$ cat config.mk
export PLATFORM = sky130hd
export DESIGN_NAME = ccpm_top
export DESIGN_NICKNAME = d
export VERILOG_FILES = /design/src/ccpm_pkg.sv /design/src/ccpm_top.sv
export VERILOG_INCLUDE_DIRS = /design/src
export SDC_FILE = /design/constraint.sdc
export NUM_CORES = 1
export LEC_CHECK = 0
export BUFFER_PORTS_ARGS = -buffer_cell sky130_fd_sc_hd__buf_2
export CORE_ASPECT_RATIO = 0.8
export CORE_UTILIZATION = 52
export DETAILED_ROUTE_END_ITERATION = 7
export PLACE_DENSITY_LB_ADDON = 0.15
export SLEW_MARGIN = 15
export SYNTH_ARGS = -nofsm -noshare
export SYNTH_HDL_FRONTEND = slang
export SYNTH_SLANG_ARGS = --single-unit
$ cat constraint.sdc
create_clock -name aclk -period 2.8 [get_ports aclk]
set_input_delay 0.28 -clock aclk [delete_from_list [all_inputs] [get_ports aclk]]
set_output_delay 0.28 -clock aclk [all_outputs]
set_load 0.005 [all_outputs]
$ cat src/ccpm_params.svh
// Purpose: constants for the clock speed and power mode controller
// Assumes: one aclk cycle stands for one oscillator period
// Notes: register offsets are word indexes; byte address is index times four
`ifndef CCPM_PARAMS_SVH
`define CCPM_PARAMS_SVH

`define CCPM_ADDR_W 12
`define CCPM_IDX_POWER_CONTROL_REG 12'h087
`define CCPM_IDX_CLOCK_RATE_SELECT 12'h08F
`define CCPM_IDX_STAT 12'h090

`define CCPM_CLOCK_RATE_SELECT_RST 8'h00
`define CCPM_POWER_CONTROL_REG_RST 8'h10
`define CCPM_POWER_CONTROL_REG_IDLE 0
`define CCPM_POWER_CONTROL_REG_PD 1
`define CCPM_POWER_CONTROL_REG_POF 4
`define CCPM_POWER_CONTROL_REG_RSVD 5
`define CCPM_CK_X2 0

`define CCPM_STD_PERIODS 12
`define CCPM_X2_PERIODS 6
`define CCPM_WARM_RST_PERIODS 24
`define CCPM_CYC_PER_PERIOD 1
`define CCPM_WARM_RST_CYC (`CCPM_WARM_RST_PERIODS * `CCPM_CYC_PER_PERIOD)

`define CCPM_RESP_OKAY 2'h0
`define CCPM_RESP_SLVERR 2'h2

`endif

$ cat src/ccpm_pkg.sv
// Purpose: types and shared decode for the clock speed and power mode controller
// Assumes: constants come from ccpm_params.svh
// Notes: peripheral struct order follows the clock select bits 7 down to 1
`include "ccpm_params.svh"

package ccpm_pkg;

  typedef enum logic [1:0] {PM_RUN, PM_IDLE, PM_PDOWN, PM_PDWAKE} ccpm_mode_e;

  typedef enum logic [1:0] {REG_NONE, REG_POWER_CONTROL_REG, REG_CLOCK_RATE_SELECT, REG_STAT} ccpm_reg_e;

  typedef struct packed {
    logic can;
    logic wdt;
    logic programmable_counter_array;
    logic uart;
    logic t2;
    logic t1;
    logic t0;
  } ccpm_periph_s;

  // cycle tick at end of a 12-period frame, also at mid frame when fast
  function automatic logic ccpm_tick(input logic [3:0] cnt, input logic fast);
    ccpm_tick = (cnt == 4'(`CCPM_STD_PERIODS - 1)) ||
                (fast && cnt == 4'(`CCPM_X2_PERIODS - 1));
  endfunction

endpackage

$ cat src/ccpm_top.sv
// Purpose: machine cycle enables, speed select and idle/power-down control
// Assumes: aclk is the crystal oscillator; registers reached over AXI4-Lite
// Notes: outputs lag the internal mode by one cycle
`timescale 1ns/1ps
`include "ccpm_params.svh"

module ccpm_top
  import ccpm_pkg::*;
(
  // clock and reset
  input wire logic aclk,
  input wire logic aresetn,
  // axi4-lite write
  input wire logic [`CCPM_ADDR_W-1:0] awaddr,
  input wire logic awvalid,
  output logic awready,
  input wire logic [31:0] wdata,
  input wire logic [3:0] wstrb,
  input wire logic wvalid,
  output logic wready,
  output logic [1:0] bresp,
  output logic bvalid,
  input wire logic bready,
  // axi4-lite read
  input wire logic [`CCPM_ADDR_W-1:0] araddr,
  input wire logic arvalid,
  output logic arready,
  output logic [31:0] rdata,
  output logic [1:0] rresp,
  output logic rvalid,
  input wire logic rready,
  // device pins
  input wire logic reset_pin,
  input wire logic ext_irq_zero_n,
  input wire logic ext_irq_one_n,
  // core side
  input wire logic irq_pending,
  input wire logic adc_idle_mode,
  input wire logic adc_conv_done,
  input wire logic int_warm_rst_req,
  // clock enables and status
  output logic cpu_cycle_en,
  output ccpm_periph_s periph_cycle_en,
  output logic osc_enable,
  output logic core_reset,
  output logic ram_access_block,
  output logic cpu_clock_halted
);

  function automatic ccpm_reg_e reg_sel(input logic [`CCPM_ADDR_W-1:0] a);
    if (a == (`CCPM_IDX_POWER_CONTROL_REG << 2)) reg_sel = REG_POWER_CONTROL_REG;
    else if (a == (`CCPM_IDX_CLOCK_RATE_SELECT << 2)) reg_sel = REG_CLOCK_RATE_SELECT;
    else if (a == (`CCPM_IDX_STAT << 2)) reg_sel = REG_STAT;
    else reg_sel = REG_NONE;
  endfunction

  logic rp_s1_ff, rp_s2_ff, i0_s1_ff, i0_s2_ff, i1_s1_ff, i1_s2_ff;
  logic awready_ff, wready_ff, bvalid_ff, arready_ff, rvalid_ff;
  logic aw_have_ff, w_have_ff;
  logic [`CCPM_ADDR_W-1:0] aw_addr_ff;
  logic [7:0] w_data_ff;
  logic w_strb_ff;
  logic [1:0] bresp_ff, rresp_ff;
  logic [31:0] rdata_ff;
  logic [7:0] clock_rate_select_ff, power_control_reg_misc_ff;
  ccpm_mode_e mode_ff;
  logic adc_idle_ff, half_ff, x2_eff_ff;
  logic [3:0] cnt_ff;
  logic [4:0] rst_cnt_ff, irst_cnt_ff;
  logic core_rst_ff, ram_block_ff;
  logic cpu_en_ff, osc_en_ff, halted_ff;
  ccpm_periph_s periph_en_ff;
  logic wr_go, power_control_reg_wr, pin_wake;
  ccpm_reg_e wsel, rsel;

  assign awready = awready_ff;
  assign wready = wready_ff;
  assign bvalid = bvalid_ff;
  assign bresp = bresp_ff;
  assign arready = arready_ff;
  assign rvalid = rvalid_ff;
  assign rdata = rdata_ff;
  assign rresp = rresp_ff;
  assign cpu_cycle_en = cpu_en_ff;
  assign periph_cycle_en = periph_en_ff;
  assign osc_enable = osc_en_ff;
  assign core_reset = core_rst_ff;
  assign ram_access_block = ram_block_ff;
  assign cpu_clock_halted = halted_ff;

  // pins from outside pass two flops
  always_ff @(posedge aclk) begin
    if (!aresetn) begin
      rp_s1_ff <= 1'b0;
      rp_s2_ff <= 1'b0;
      i0_s1_ff <= 1'b1;
      i0_s2_ff <= 1'b1;
      i1_s1_ff <= 1'b1;
      i1_s2_ff <= 1'b1;
    end else begin
      rp_s1_ff <= reset_pin;
      rp_s2_ff <= rp_s1_ff;
      i0_s1_ff <= ext_irq_zero_n;
      i0_s2_ff <= i0_s1_ff;
      i1_s1_ff <= ext_irq_one_n;
      i1_s2_ff <= i1_s1_ff;
    end
  end

  // axi write: address and data taken in either order, one at a time
  assign wr_go = aw_have_ff && w_have_ff && !bvalid_ff;
  assign wsel = reg_sel(aw_addr_ff);
  assign power_control_reg_wr = wr_go && wsel == REG_POWER_CONTROL_REG && w_strb_ff;

  always_ff @(posedge aclk) begin
    if (!aresetn) begin
      awready_ff <= 1'b1;
      wready_ff <= 1'b1;
      aw_have_ff <= 1'b0;
      w_have_ff <= 1'b0;
      aw_addr_ff <= '0;
      w_data_ff <= 8'h00;
      w_strb_ff <= 1'b0;
      bvalid_ff <= 1'b0;
      bresp_ff <= `CCPM_RESP_OKAY;
    end else begin
      if (awvalid && awready_ff) begin
        awready_ff <= 1'b0;
        aw_have_ff <= 1'b1;
        aw_addr_ff <= awaddr;
      end
      if (wvalid && wready_ff) begin
        wready_ff <= 1'b0;
        w_have_ff <= 1'b1;
        w_data_ff <= wdata[7:0];
        w_strb_ff <= wstrb[0];
      end
      if (wr_go) begin
        aw_have_ff <= 1'b0;
        w_have_ff <= 1'b0;
        bvalid_ff <= 1'b1;
        bresp_ff <= (wsel == REG_NONE) ? `CCPM_RESP_SLVERR : `CCPM_RESP_OKAY;
      end else if (bvalid_ff && bready) begin
        bvalid_ff <= 1'b0;
        awready_ff <= 1'b1;
        wready_ff <= 1'b1;
      end
    end
  end

  // axi read: answer one cycle after the address is taken
  assign rsel = reg_sel(araddr);

  always_ff @(posedge aclk) begin
    if (!aresetn) begin
      arready_ff <= 1'b1;
      rvalid_ff <= 1'b0;
      rdata_ff <= 32'h0000_0000;
      rresp_ff <= `CCPM_RESP_OKAY;
    end else if (arvalid && arready_ff) begin
      arready_ff <= 1'b0;
      rvalid_ff <= 1'b1;
      rresp_ff <= (rsel == REG_NONE) ? `CCPM_RESP_SLVERR : `CCPM_RESP_OKAY;
      unique case (rsel)
        REG_POWER_CONTROL_REG: rdata_ff <= {24'h000000, power_control_reg_misc_ff[7:2],
                               mode_ff == PM_PDOWN, mode_ff == PM_IDLE};
        REG_CLOCK_RATE_SELECT: rdata_ff <= {24'h000000, clock_rate_select_ff};
        REG_STAT: rdata_ff <= {26'h0000000, ram_block_ff, core_rst_ff,
                               x2_eff_ff, adc_idle_ff, mode_ff};
        REG_NONE: rdata_ff <= 32'h0000_0000;
      endcase
    end else if (rvalid_ff && rready) begin
      rvalid_ff <= 1'b0;
      arready_ff <= 1'b1;
    end
  end

  // warm reset: pin held 24 periods, or internal source pulse
  always_ff @(posedge aclk) begin
    if (!aresetn) begin
      rst_cnt_ff <= 5'h00;
      irst_cnt_ff <= 5'h00;
      core_rst_ff <= 1'b0;
    end else begin
      if (!rp_s2_ff) rst_cnt_ff <= 5'h00;
      else if (rst_cnt_ff != 5'(`CCPM_WARM_RST_CYC)) rst_cnt_ff <= rst_cnt_ff + 5'h01;
      if (int_warm_rst_req) irst_cnt_ff <= 5'(`CCPM_WARM_RST_CYC);
      else if (irst_cnt_ff != 5'h00) irst_cnt_ff <= irst_cnt_ff - 5'h01;
      core_rst_ff <= (rp_s2_ff && rst_cnt_ff == 5'(`CCPM_WARM_RST_CYC)) ||
                     irst_cnt_ff != 5'h00;
    end
  end

  // ram locked from reset-driven wake until internal reset takes over
  assign pin_wake = rp_s2_ff && mode_ff != PM_RUN;

  always_ff @(posedge aclk) begin
    if (!aresetn) ram_block_ff <= 1'b0;
    else if (pin_wake) ram_block_ff <= 1'b1;
    else if (core_rst_ff || !rp_s2_ff) ram_block_ff <= 1'b0;
  end

  // clock select register; warm reset reinitialises it
  always_ff @(posedge aclk) begin
    if (!aresetn || core_rst_ff) clock_rate_select_ff <= `CCPM_CLOCK_RATE_SELECT_RST;
    else if (wr_go && wsel == REG_CLOCK_RATE_SELECT && w_strb_ff) clock_rate_select_ff <= w_data_ff;
  end

  // plain power control bits; power-off flag survives warm reset
  always_ff @(posedge aclk) begin
    if (!aresetn) power_control_reg_misc_ff <= `CCPM_POWER_CONTROL_REG_RST;
    else if (core_rst_ff) power_control_reg_misc_ff <= power_control_reg_misc_ff & `CCPM_POWER_CONTROL_REG_RST;
    else if (power_control_reg_wr) begin
      power_control_reg_misc_ff <= w_data_ff;
      power_control_reg_misc_ff[`CCPM_POWER_CONTROL_REG_RSVD] <= 1'b0;
    end
  end

  // power mode sequencing
  always_ff @(posedge aclk) begin
    if (!aresetn) begin
      mode_ff <= PM_RUN;
      adc_idle_ff <= 1'b0;
    end else if (rp_s2_ff || core_rst_ff) begin
      mode_ff <= PM_RUN;
      adc_idle_ff <= 1'b0;
    end else begin
      unique case (mode_ff)
        PM_RUN: begin
          if (power_control_reg_wr && w_data_ff[`CCPM_POWER_CONTROL_REG_PD]) mode_ff <= PM_PDOWN;
          else if (power_control_reg_wr && w_data_ff[`CCPM_POWER_CONTROL_REG_IDLE]) begin
            mode_ff <= PM_IDLE;
            adc_idle_ff <= adc_idle_mode;
          end
        end
        PM_IDLE: begin
          if (irq_pending || (adc_idle_ff && adc_conv_done)) begin
            mode_ff <= PM_RUN;
            adc_idle_ff <= 1'b0;
          end
        end
        PM_PDOWN: begin
          if (!i0_s2_ff || !i1_s2_ff) mode_ff <= PM_PDWAKE;
        end
        PM_PDWAKE: begin
          // cpu resumes only once the waking input is released
          if (i0_s2_ff && i1_s2_ff) mode_ff <= PM_RUN;
        end
      endcase
    end
  end

  // divide-by-two stage and speed select taken at its rising edge
  always_ff @(posedge aclk) begin
    if (!aresetn) begin
      half_ff <= 1'b0;
      x2_eff_ff <= 1'b0;
    end else if (mode_ff != PM_PDOWN) begin
      half_ff <= !half_ff;
      if (!half_ff) x2_eff_ff <= clock_rate_select_ff[`CCPM_CK_X2];
    end
  end

  // oscillator period count within a standard machine cycle
  always_ff @(posedge aclk) begin
    if (!aresetn) cnt_ff <= 4'h0;
    else if (mode_ff != PM_PDOWN) begin
      if (cnt_ff == 4'(`CCPM_STD_PERIODS - 1)) cnt_ff <= 4'h0;
      else cnt_ff <= cnt_ff + 4'h1;
    end
  end

  // cycle enables
  always_ff @(posedge aclk) begin
    if (!aresetn) begin
      cpu_en_ff <= 1'b0;
      periph_en_ff <= '0;
    end else begin
      cpu_en_ff <= mode_ff == PM_RUN && ccpm_tick(cnt_ff, x2_eff_ff);
      for (int i = 0; i < 7; i++) begin
        periph_en_ff[i] <= mode_ff != PM_PDOWN &&
                           ccpm_tick(cnt_ff, x2_eff_ff && !clock_rate_select_ff[i+1]);
      end
    end
  end

  always_ff @(posedge aclk) begin
    if (!aresetn) begin
      osc_en_ff <= 1'b1;
      halted_ff <= 1'b0;
    end else begin
      osc_en_ff <= mode_ff != PM_PDOWN;
      halted_ff <= mode_ff != PM_RUN;
    end
  end

  a_cpu_std_tick: assert property (@(posedge aclk) disable iff (!aresetn)
    cnt_ff == 4'(`CCPM_STD_PERIODS - 1) && mode_ff == PM_RUN |=> cpu_en_ff)
    else $error("cpu cycle missing at frame end");

  a_cpu_std_mid: assert property (@(posedge aclk) disable iff (!aresetn)
    cnt_ff == 4'(`CCPM_X2_PERIODS - 1) && !x2_eff_ff |=> !cpu_en_ff)
    else $error("cpu ran fast at standard speed");

  a_periph_std_only: assert property (@(posedge aclk) disable iff (!aresetn)
    cnt_ff == 4'(`CCPM_X2_PERIODS - 1) && !x2_eff_ff |=> periph_en_ff == '0)
    else $error("peripheral ran fast with speed bit clear");

  a_periph_half_sel: assert property (@(posedge aclk) disable iff (!aresetn)
    cnt_ff == 4'(`CCPM_X2_PERIODS - 1) && x2_eff_ff && mode_ff != PM_PDOWN
    |=> periph_en_ff == ~$past(clock_rate_select_ff[7:1]))
    else $error("peripheral rate does not follow its select bit");

  a_x2_half_edge: assert property (@(posedge aclk) disable iff (!aresetn)
    x2_eff_ff != $past(x2_eff_ff) |-> half_ff && !$past(half_ff))
    else $error("speed changed off the half clock rise");

  a_idle_entry: assert property (@(posedge aclk) disable iff (!aresetn)
    power_control_reg_wr && w_data_ff[1:0] == 2'h1 && mode_ff == PM_RUN && !rp_s2_ff && !core_rst_ff
    |=> mode_ff == PM_IDLE ##1 halted_ff && !cpu_en_ff)
    else $error("idle request not honoured");

  a_pd_over_idle: assert property (@(posedge aclk) disable iff (!aresetn)
    power_control_reg_wr && w_data_ff[1:0] == 2'h3 && mode_ff == PM_RUN && !rp_s2_ff && !core_rst_ff
    |=> mode_ff == PM_PDOWN ##1 !osc_en_ff)
    else $error("both bits did not give power-down");

  a_idle_irq_exit: assert property (@(posedge aclk) disable iff (!aresetn)
    mode_ff == PM_IDLE && irq_pending |=> mode_ff == PM_RUN ##1 !halted_ff)
    else $error("interrupt did not end idle");

  a_adc_idle_exit: assert property (@(posedge aclk) disable iff (!aresetn)
    mode_ff == PM_IDLE && adc_idle_ff && adc_conv_done |=> mode_ff == PM_RUN)
    else $error("conversion done did not end idle");

  a_pin_ends_lowpower: assert property (@(posedge aclk) disable iff (!aresetn)
    rp_s2_ff && mode_ff != PM_RUN |=> mode_ff == PM_RUN && ram_block_ff ##1 osc_en_ff)
    else $error("reset pin did not end low power");

  a_idle_periph_run: assert property (@(posedge aclk) disable iff (!aresetn)
    mode_ff == PM_IDLE && cnt_ff == 4'(`CCPM_STD_PERIODS - 1)
    |=> periph_en_ff == '1 && !cpu_en_ff)
    else $error("idle clocks wrong");

  a_pd_wake_hold: assert property (@(posedge aclk) disable iff (!aresetn)
    mode_ff == PM_PDOWN && !i0_s2_ff && !rp_s2_ff && !core_rst_ff
    |=> mode_ff == PM_PDWAKE ##1 osc_en_ff && halted_ff)
    else $error("external interrupt wake wrong");

  a_pd_keeps_sfr: assert property (@(posedge aclk) disable iff (!aresetn)
    mode_ff == PM_PDOWN && !core_rst_ff && !wr_go |=> $stable(clock_rate_select_ff))
    else $error("power-down lost clock select");

  a_int_rst_len: assert property (@(posedge aclk) disable iff (!aresetn)
    int_warm_rst_req |=> ##1 core_rst_ff [*8])
    else $error("internal warm reset too short");

endmodule

Word-level counts from Yosys, hierarchy flattened
Cells that the tools add are included.
{"block": "word_totals", "ff_bits": 116, "latchBits": 0, "mem_bits_rw": 0, "rom_bits": 0, "out_inout_bits": 53, "elab_cells": 195, "mem_count": 0}
{"block": "classes", "add_sub_neg": 3, "mul": 0, "div_mod_pow": 0, "order_cmp": 0, "n_eq_ne": 25, "n_shift": 0, "muxes": 36, "n_bitwise": 3, "reduce_logical": 86}
{"op": "one-hot mux 32 bit (4 select lines)", "n": 1}
{"op": "== test 12 x 10 -> 1 bit, second input constant", "n": 6}
{"op": "logical AND 1 bit", "n": 40}
{"op": "2-to-1 mux 2 bit", "n": 13}
{"op": "2-to-1 mux 1 bit", "n": 17}
{"op": "logical OR 1 bit", "n": 14}
{"op": "logical NOT 1 bit", "n": 13}
{"op": "nonzero test 2 bit", "n": 6}
{"op": "== test 2 bit, second input constant", "n": 5}
{"op": "2-to-1 mux 5 bit", "n": 2}
{"op": "inequality test 2 bit, second input constant", "n": 4}
{"op": "one-hot mux 2 bit (4 select lines)", "n": 1}
{"op": "AND reduction 4 bit", "n": 2}
{"op": "OR reduction 2 bit", "n": 4}
{"op": "== test 2 x 1 -> 1 bit, second input constant", "n": 3}
{"op": "logical NOT 2 bit", "n": 3}
{"op": "AND reduction 2 bit", "n": 3}
{"op": "adder 5 x 1 -> 5 bit, second input constant", "n": 1}
{"op": "== test 5 bit, second input constant", "n": 1}
{"op": "inequality test 5 bit, second input constant", "n": 1}
{"op": "nonzero test 5 bit", "n": 1}
{"op": "subtractor 5 x 1 -> 5 bit, second input constant", "n": 1}
{"op": "adder 4 x 1 -> 4 bit, second input constant", "n": 1}
{"op": "== test 4 x 3 -> 1 bit, second input constant", "n": 1}
{"op": "other kinds (6)", "n": 9}

Depth between registers and ports, before layout
Gate-level depths: netlist of run 1.
{"block": "depth", "word_depth": 11, "ltp_mapped": 6}

Least setup slack after synthesis of run 1
No wires, ideal clock.
{"block": "synth_path", "path_type": "reg-to-reg", "start": "register irst_cnt_ff[0]", "end": "register irst_cnt_ff[3]", "setup_ps": 115, "t_arrival_ps": 1444, "required_ps": 2685, "setup_slack_ps": 1242, "path_stages_with_launch": 7, "path_buffers": 0, "period_less_slack_ps": 1558, "cell_sequence": "dfxtp_1 > inv_1 > ha_1 > or3b_1 > nor2_1 > o21ai_0 > o21a_1"}
{"block": "synth_via", "elab_chain_len": 3}
{"element": "from (decl)", "line": "ccpm_top.sv:69", "text": "logic [4:0] rst_cnt_ff, irst_cnt_ff;"}
{"element": "from (signal assigned)", "line": "ccpm_top.sv:187", "text": "if (int_warm_rst_req) irst_cnt_ff <= 5'(`CCPM_WARM_RST_CYC);"}
{"element": "from (signal assigned)", "line": "ccpm_top.sv:188", "text": "else if (irst_cnt_ff != 5'h00) irst_cnt_ff <= irst_cnt_ff - 5'h01;"}
{"element": "subtractor 5 x 1 -> 5 bit", "line": "ccpm_top.sv:188"}
{"element": "2-to-1 mux 5 bit", "line": "ccpm_top.sv:188"}
{"element": "2-to-1 mux 5 bit", "line": "ccpm_top.sv:187"}
Parallel ways exist; a longest one is shown, timed or not. The select of a mux whose other input is x is not followed.
A chain may end at the register's enable or synchronous reset.

Final worst setup path of run 1
Same ends and word-level chain as after synthesis.

==> run summary, run 1 <==
Non-Filler Instances = 571
First-pass DRT Iterations = 4
Top cells by area, synth = dfxtp_1, nand2_1, a21boi_0, buf_4, a21oi_1
Post-synthesis sequential area ratio = 46.5%
F_max = 561 MHz
Critical path endpoint category = flop
Drt drc = 0
Placed cell count = 555
Largest net degree at the start of global routing = 41
Final period utilization = 63.7%
Inserted Diodes = 0
Largest area contributor in the netlist = dfxtp_1
Worst Hold Launch = ext_irq_one_n
Synth async-reset ratio = 0%
Worst-Margin Slew = 0.540 ns
DIE HEIGHT = 78.3 microns
Yosys warning total = 0
Area share of the largest cell type after synthesis = 46.5%
Layout cells sized above 1 = 20.0%
Bufs on Longest Clock Path = 2
Root Driver = clkbuf_8
Worst R2R Path Depth = 6
CTS tree = built
First-pass GRT wire length = 12.8 mm
Area delta synth->final = 12.6%
Initial antenna violation count = 0
Vias = 2986
Post-CTS resize count = 0
Number of buffers inserted by hold repair at cts = 0
H-tree depth = 3
Setup Skew = 0.00412 ns
DRT iter0 DRCs = 217
Final instance area = 0.00427 sq mm
FILL cells = 632
I/O Buffers = 73
Hold Worst Slack = 0.115 ns
Synth Instances = 411
Pre-CTS setup slack = 1.02 ns
Power Dens Cells = 541 mW/mm^2
Critical path type = reg -> reg
RSZ-0062 raised after global routing = no
Hold Crit Class = in -> reg
Synth cell types = 53
Final Hold Violating Endpoints = 0
RR Endpoint = irst_cnt_ff[3]
Leak Pwr = 1.83 nW
DIE WIDTH = 97.4 microns
Final Total Pwr = 2.31 mW
WHS Path Cells = 2
Initial core utilization = 54.4%
Relative slew slack = 63.9%
DR vias/cell = 5.23
Seq cells post-synth = 88
CTS Buf Count = 9
Vias in the first global route = 2787
Row count = 27
Congestion Overflow GR = 0
HPWL Detailed = 5.55 mm
WHS Endpoint = i1_s1_ff
Main synth FF type = dfxtp_1
Crit path time final = 1.78 ns
Worst r2r src = irst_cnt_ff[0]
Setup violations, final = 0
Max-cap viol count = 0
Antenna-violating nets left = 0
GRT Overall Usage = 20.7%
CP max stage delay = 0.39 ns
Final setup TNS = 0 ns
Cell Area, Synth = 0.00379 sq mm
EDFF count, synth = 0
Nets = 558
VDD IR max = 315 uV
CP Max Fanout = 6
Routed Wire Length = 7.60 mm
Final Util = 61.3%
Clock Sinks = 88
GPL Wtd Cong = 0.800
Status = complete, no violations
Post-Syn Area per Cell = 9.22 sq um
Wire per inst = 13.3 microns
Worst-path clk slew = 0.08 ns
Placement Cell Area = 0.00410 sq mm
Die ar. = 0.00763 sq mm
Slew Limit Fails = 0
Reg2Reg Setup Slack = 1.02 ns
CP top delay family = simple AND/OR/NAND/NOR gates
Worst endpoint data arrival time = 2.03 ns
Cells along the critical path = inv_1 -> ha_1 -> or3b_1 -> nor2_1 -> o21ai_0 -> o21a_1
Post-CTS Setup Bufs = 0
WP data required = 3.04 ns
I/O pins = 127
Worst-skew pair later-pin latency = 0.34 ns
Core area = 0.00696 sq mm
Fin worst setup slack = 1.02 ns
Max stage delay cell, worst path = or3b_1
Startpoint Class = flop
Worst path bufs/invs = 1
## cell usage after synthesis, types with 3 or more instances
| cell | count |
|---|---|
| nand4_1 | 9 |
| a32oi_1 | 4 |
| a221o_1 | 3 |
| nand3_1 | 7 |
| nor2b_1 | 6 |
| a21oi_1 | 20 |
| o21a_1 | 3 |
| o21ai_0 | 17 |
| nand4b_1 | 3 |
| nand2b_1 | 10 |
| or3_1 | 3 |
| o31ai_1 | 3 |
| mux2i_1 | 7 |
| o211a_1 | 4 |
| nand2_1 | 64 |
| clkbuf_1 | 13 |
| nor2_1 | 21 |
| inv_1 | 9 |
| a21boi_0 | 27 |
| and2_1 | 8 |
| ha_1 | 5 |
| nor3_1 | 6 |
| and4b_1 | 4 |
| buf_4 | 26 |
| dfxtp_1 | 88 |
| xnor2_1 | 3 |
## registers in the layout, indices dropped and copies added (netlist names), 2 cells and up
register and count:
aw_addr_ff 12, cnt_ff 4, irst_cnt_ff 5, clock_rate_select_ff 8
rst_cnt_ff 5, mode_ff 2, power_control_reg_misc_ff 5, rdata 8
periph_cycle_en 7, w_data_ff 8
## cell type report
class | count | area, sq um | area share, %
clock buffer | 13 | 149 | 3.49
timing repair buffer | 74 | 373 | 8.74
clock inverter | 3 | 17.5 | 0.411
tap | 87 | 109 | 2.55
inverter | 9 | 33.8 | 0.792
sequential | 88 | 1760 | 41.3
multi-input combinational | 297 | 1820 | 42.7
## metal layers
metal	vias to the layer above	global-route usage, %	routed length [microns]
li1	1519	-	-
met1	1342	28.2	3740
met5	-	0	0
met4	0	6.32	68
met2	118	31.5	3250
met3	7	6.50	536
## placed cells by master, fill, tap and decap left out, types with 4 or more instances in the layout
| cell type | instances |
|---|---|
| a21boi_0 | 27 |
| a21oi_1 | 20 |
| a32oi_1 | 4 |
| and2_1 | 8 |
| and4b_1 | 4 |
| buf_2 | 73 |
| clkbuf_8 | 10 |
| conb_1 | 26 |
| dfxtp_1 | 88 |
| ha_1 | 5 |
| inv_1 | 9 |
| mux2i_1 | 7 |
| nand2_1 | 64 |
| nand2b_1 | 10 |
| nand3_1 | 7 |
| nand4_1 | 9 |
| nor2_1 | 21 |
| nor2b_1 | 6 |
| nor3_1 | 6 |
| o211a_1 | 4 |
| o21ai_0 | 17 |
## where the power goes
group	total, mW	internal, mW	switching, mW
clock network	0.756	0.345	0.411
logic	0.212	0.0956	0.117
registers	1.34	1.30	0.0407
## logic make-up (layout without fill, tap and decap cells)
logic type,Yosys count,after routing,synth area share [%]
mux,7,7,1.85
other cells,1,26,0.0990
buf+inv,51,99,7.89
xor+xnor,5,5,1.16
flops,88,88,46.5
simple gates,161,161,24.0
fa+ha+maj,5,5,1.65
compound gates,93,93,16.8
## worst max-delay path by stage
stage,from,endpoint,slack [ns],depth (start not counted)
after floorplan,irst_cnt_ff[0],irst_cnt_ff[3],1.24,6
after global placement,irst_cnt_ff[0],irst_cnt_ff[3],1.07,6
after detailed placement,irst_cnt_ff[0],irst_cnt_ff[3],1.02,6
after CTS,irst_cnt_ff[0],irst_cnt_ff[3],0.99,6
after global routing,irst_cnt_ff[0],irst_cnt_ff[3],0.89,6
final,irst_cnt_ff[0],irst_cnt_ff[3],1.02,6
(Power assumes the default switching activity.)
==> run 2, diff against run 1 <==
--- a/config.mk
+++ b/config.mk
@@ -8,7 +8,7 @@
 export LEC_CHECK = 0
 export BUFFER_PORTS_ARGS = -buffer_cell sky130_fd_sc_hd__buf_2
 export CORE_ASPECT_RATIO = 0.8
-export CORE_UTILIZATION = 52
+export CORE_UTILIZATION = 45
 export DETAILED_ROUTE_END_ITERATION = 7
 export PLACE_DENSITY_LB_ADDON = 0.15
 export SLEW_MARGIN = 15
==> constraint.sdc (replaced) <==
create_clock -name aclk -period 1.58 [get_ports aclk]
set_input_delay 0.158 -clock aclk [delete_from_list [all_inputs] [get_ports aclk]]
set_output_delay 0.158 -clock aclk [all_outputs]
set_load 0.005 [all_outputs]
==> run summary, run 2 (synthesized netlist as in run 1, its figures left out) <==
Pre-CTS setup slack = -0.0172 ns (-1.03 ns)
Most frequent cells in the layout = dfxtp_1, buf_2, nand2_1, a21boi_0, conb_1
Reg with most FFs = aw_addr_ff
Final period utilization = 96.0% (+32 points)
First-pass DRT Iterations = 4 (unchanged)
Initial antenna violation count = 0 (unchanged)
P_int = 3.33 mW (+92%)
Slew Limit Fails = 0 (unchanged)
Core area = 0.00806 sq mm (+16%)
Drt drc = 0 (unchanged)
CTS tree = built
Power Dens Cells = 971 mW/mm^2 (+80%)
Relative slew slack = 60.1% (-3.8 points)
Comb pwr share = 10.1% (+0.9 points)
DIE WIDTH = 105 microns (+7.3%)
CTS Buf Count = 9 (unchanged)
Sequential power share = 54.2% (-3.8 points)
WHS Path Cells = 3 (+1)
H-tree depth = 3 (unchanged)
Largest register FFs = 12 (unchanged)
F_max = 660 MHz (+18%)
Placement Cell Area = 0.00422 sq mm (+3.0%)
Final setup TNS = 0 ns (unchanged)
Crit path time final = 1.52 ns (-0.266 ns)
HPWL Detailed = 5.80 mm (+4.5%)
Worst R2R Path Depth = 7 (+1)
Setup violations, final = 0 (unchanged)
Worst endpoint data arrival time = 1.77 ns (-0.26 ns)
Non-Filler Instances = 612 (+7.2%)
Leak Pwr = 1.94 nW (+6.0%)
Critical path type = reg -> reg
Sw Share = 23.9% (-0.77 points)
Hold Crit Class = in -> reg
Row count = 29 (+7.4%)
GRT Overall Usage = 19.2% (-1.6 points)
Worst-skew pair later-pin latency = 0.36 ns (+0.02 ns)
Critical path endpoint category = flop
VDD IR max = 537 uV (+71%)
Vias = 3059 (+2.4%)
Worst-Margin Slew = 0.597 ns (+0.0571 ns)
Fin worst setup slack = 0.0637 ns (-0.954 ns)
Bufs on Longest Clock Path = 2 (unchanged)
Routed Wire Length = 8.04 mm (+5.8%)
Most common cell after layout, fill and taps aside = dfxtp_1
NetSw = 1.04 mW (+84%)
DIE HEIGHT = 84.1 microns (+7.3%)
Vias in the first global route = 2843 (+2.0%)
Max-cap viol count = 0 (unchanged)
Area delta synth->final = 18.9%
Status = complete, no violations
Inserted Diodes = 0 (unchanged)
DR WL met2 = 3.37 mm (+3.6%)
I/O Buffers = 73 (unchanged)
Setup Skew = 0.00795 ns (+0.00383 ns)
GPL Wtd Cong = 0.815 (+1.9%)
First-pass GRT wire length = 13.4 mm (+4.1%)
Root Driver = clkbuf_8
I/O pins = 127 (unchanged)
Storage cell area = 0.00176 sq mm (unchanged)
Final instance area = 0.00450 sq mm (+5.6%)
Congestion Overflow GR = 0 (unchanged)
Reg2Reg Setup Slack = 0.06 ns (-0.95 ns)
Startpoint Class = flop
Worst-path clk slew = 0.08 ns (about the same)
Clock group share of total power = 35.6% (+2.8 points)
Largest net degree at the start of global routing = 41 (unchanged)
Nets = 578 (+3.6%)
DR vias/cell = 5.00 (-4.4%)
Layout cells sized above 1 = 23.6% (+3.6 points)
Worst Hold Launch = awaddr[10]
Clock Sinks = 88 (unchanged)
Met3 WL = 564 microns (+5.2%)
WP data required = 1.83 ns (-1.21 ns)
DRT met1 WL = 4.02 mm (+7.5%)
Die ar. = 0.00879 sq mm (+15%)
CP Max Fanout = 3 (-3)
FILL cells = 745 (+18%)
Antenna-violating nets left = 0 (unchanged)
Placed cell count = 589 (+6.1%)
Footprint of the multi-input gates = 0.00184 sq mm (+0.96%)
DRT iter0 DRCs = 138 (-36%)
Final Hold Violating Endpoints = 0 (unchanged)
RR Endpoint = irst_cnt_ff[0]
WHS Endpoint = aw_addr_ff[10]
Initial core utilization = 47.0% (-7.4 points)
Highest Signal Layer = met4
Worst r2r src = irst_cnt_ff[1]
Hold Worst Slack = 0.0415 ns (-0.0735 ns)
Wire per inst = 13.1 microns (-1.3%)
-- run 2: per-stage QoR --
stage	power [mW]	utilization [%]
after floorplan	2.71	-
after global placement	2.81	52.4
after detailed placement	2.83	52.4
after CTS	4.38	55.5
after global routing	4.58	55.9
final	4.37	55.9
-- run 2: cell type report --
class	count	share of cell area, %
clock buffer	13	3.53
clock inverter	3	0.889
timing repair buffer	94	11.9
tap	108	3.00
sequential	88	39.1
multi-input combinational	297	40.8
inverter	9	0.750
-- run 2: how the worst max path moves through the flow --
stage,startpoint,end,cells past startpoint
after floorplan,irst_cnt_ff[0],irst_cnt_ff[3],6
after global placement,irst_cnt_ff[0],irst_cnt_ff[0],7
after detailed placement,irst_cnt_ff[0],irst_cnt_ff[1],7
after CTS,irst_cnt_ff[0],irst_cnt_ff[1],7
after global routing,irst_cnt_ff[1],irst_cnt_ff[0],7
final,irst_cnt_ff[1],irst_cnt_ff[0],7
-- run 2: timing repair --
item | CTS | global route
buffers inserted | 0 | 2
pin swaps | 0 | 3
hold endpoints to repair | 5 | 0
endpoints found under the setup margin | 2 | 11
gates resized for setup | 1 | 6
hold buffers | 5 | 0
-- run 2: power by group through the flow --
| stage | sequential (mW) | clock [mW] | combinational [mW] |
|---|---|---|---|
| floorplan | 2.40 | 0 | 0.304 |
| global placement | 2.42 | 0 | 0.398 |
| detailed placement | 2.42 | 0 | 0.408 |
| CTS | 2.37 | 1.59 | 0.421 |
| global route | 2.38 | 1.70 | 0.505 |
| finish | 2.37 | 1.56 | 0.443 |
-- run 2: metal layers --
layer  GRT usage (%)  vias up
met3            5.93        9
li1                -     1564
met2            29.4      115
met1            25.8     1371
met4            5.63        0
met5               0        -
-- run 2: worst max-delay path, cell delays in order, from the launching register on --
cell and delay (ns):
dfxtp_1 0.33, inv_2 0.07, ha_2 0.17, or3b_4 0.40, nor2_4 0.14, buf_4 0.14, xnor2_1 0.11, nor2_1 0.05
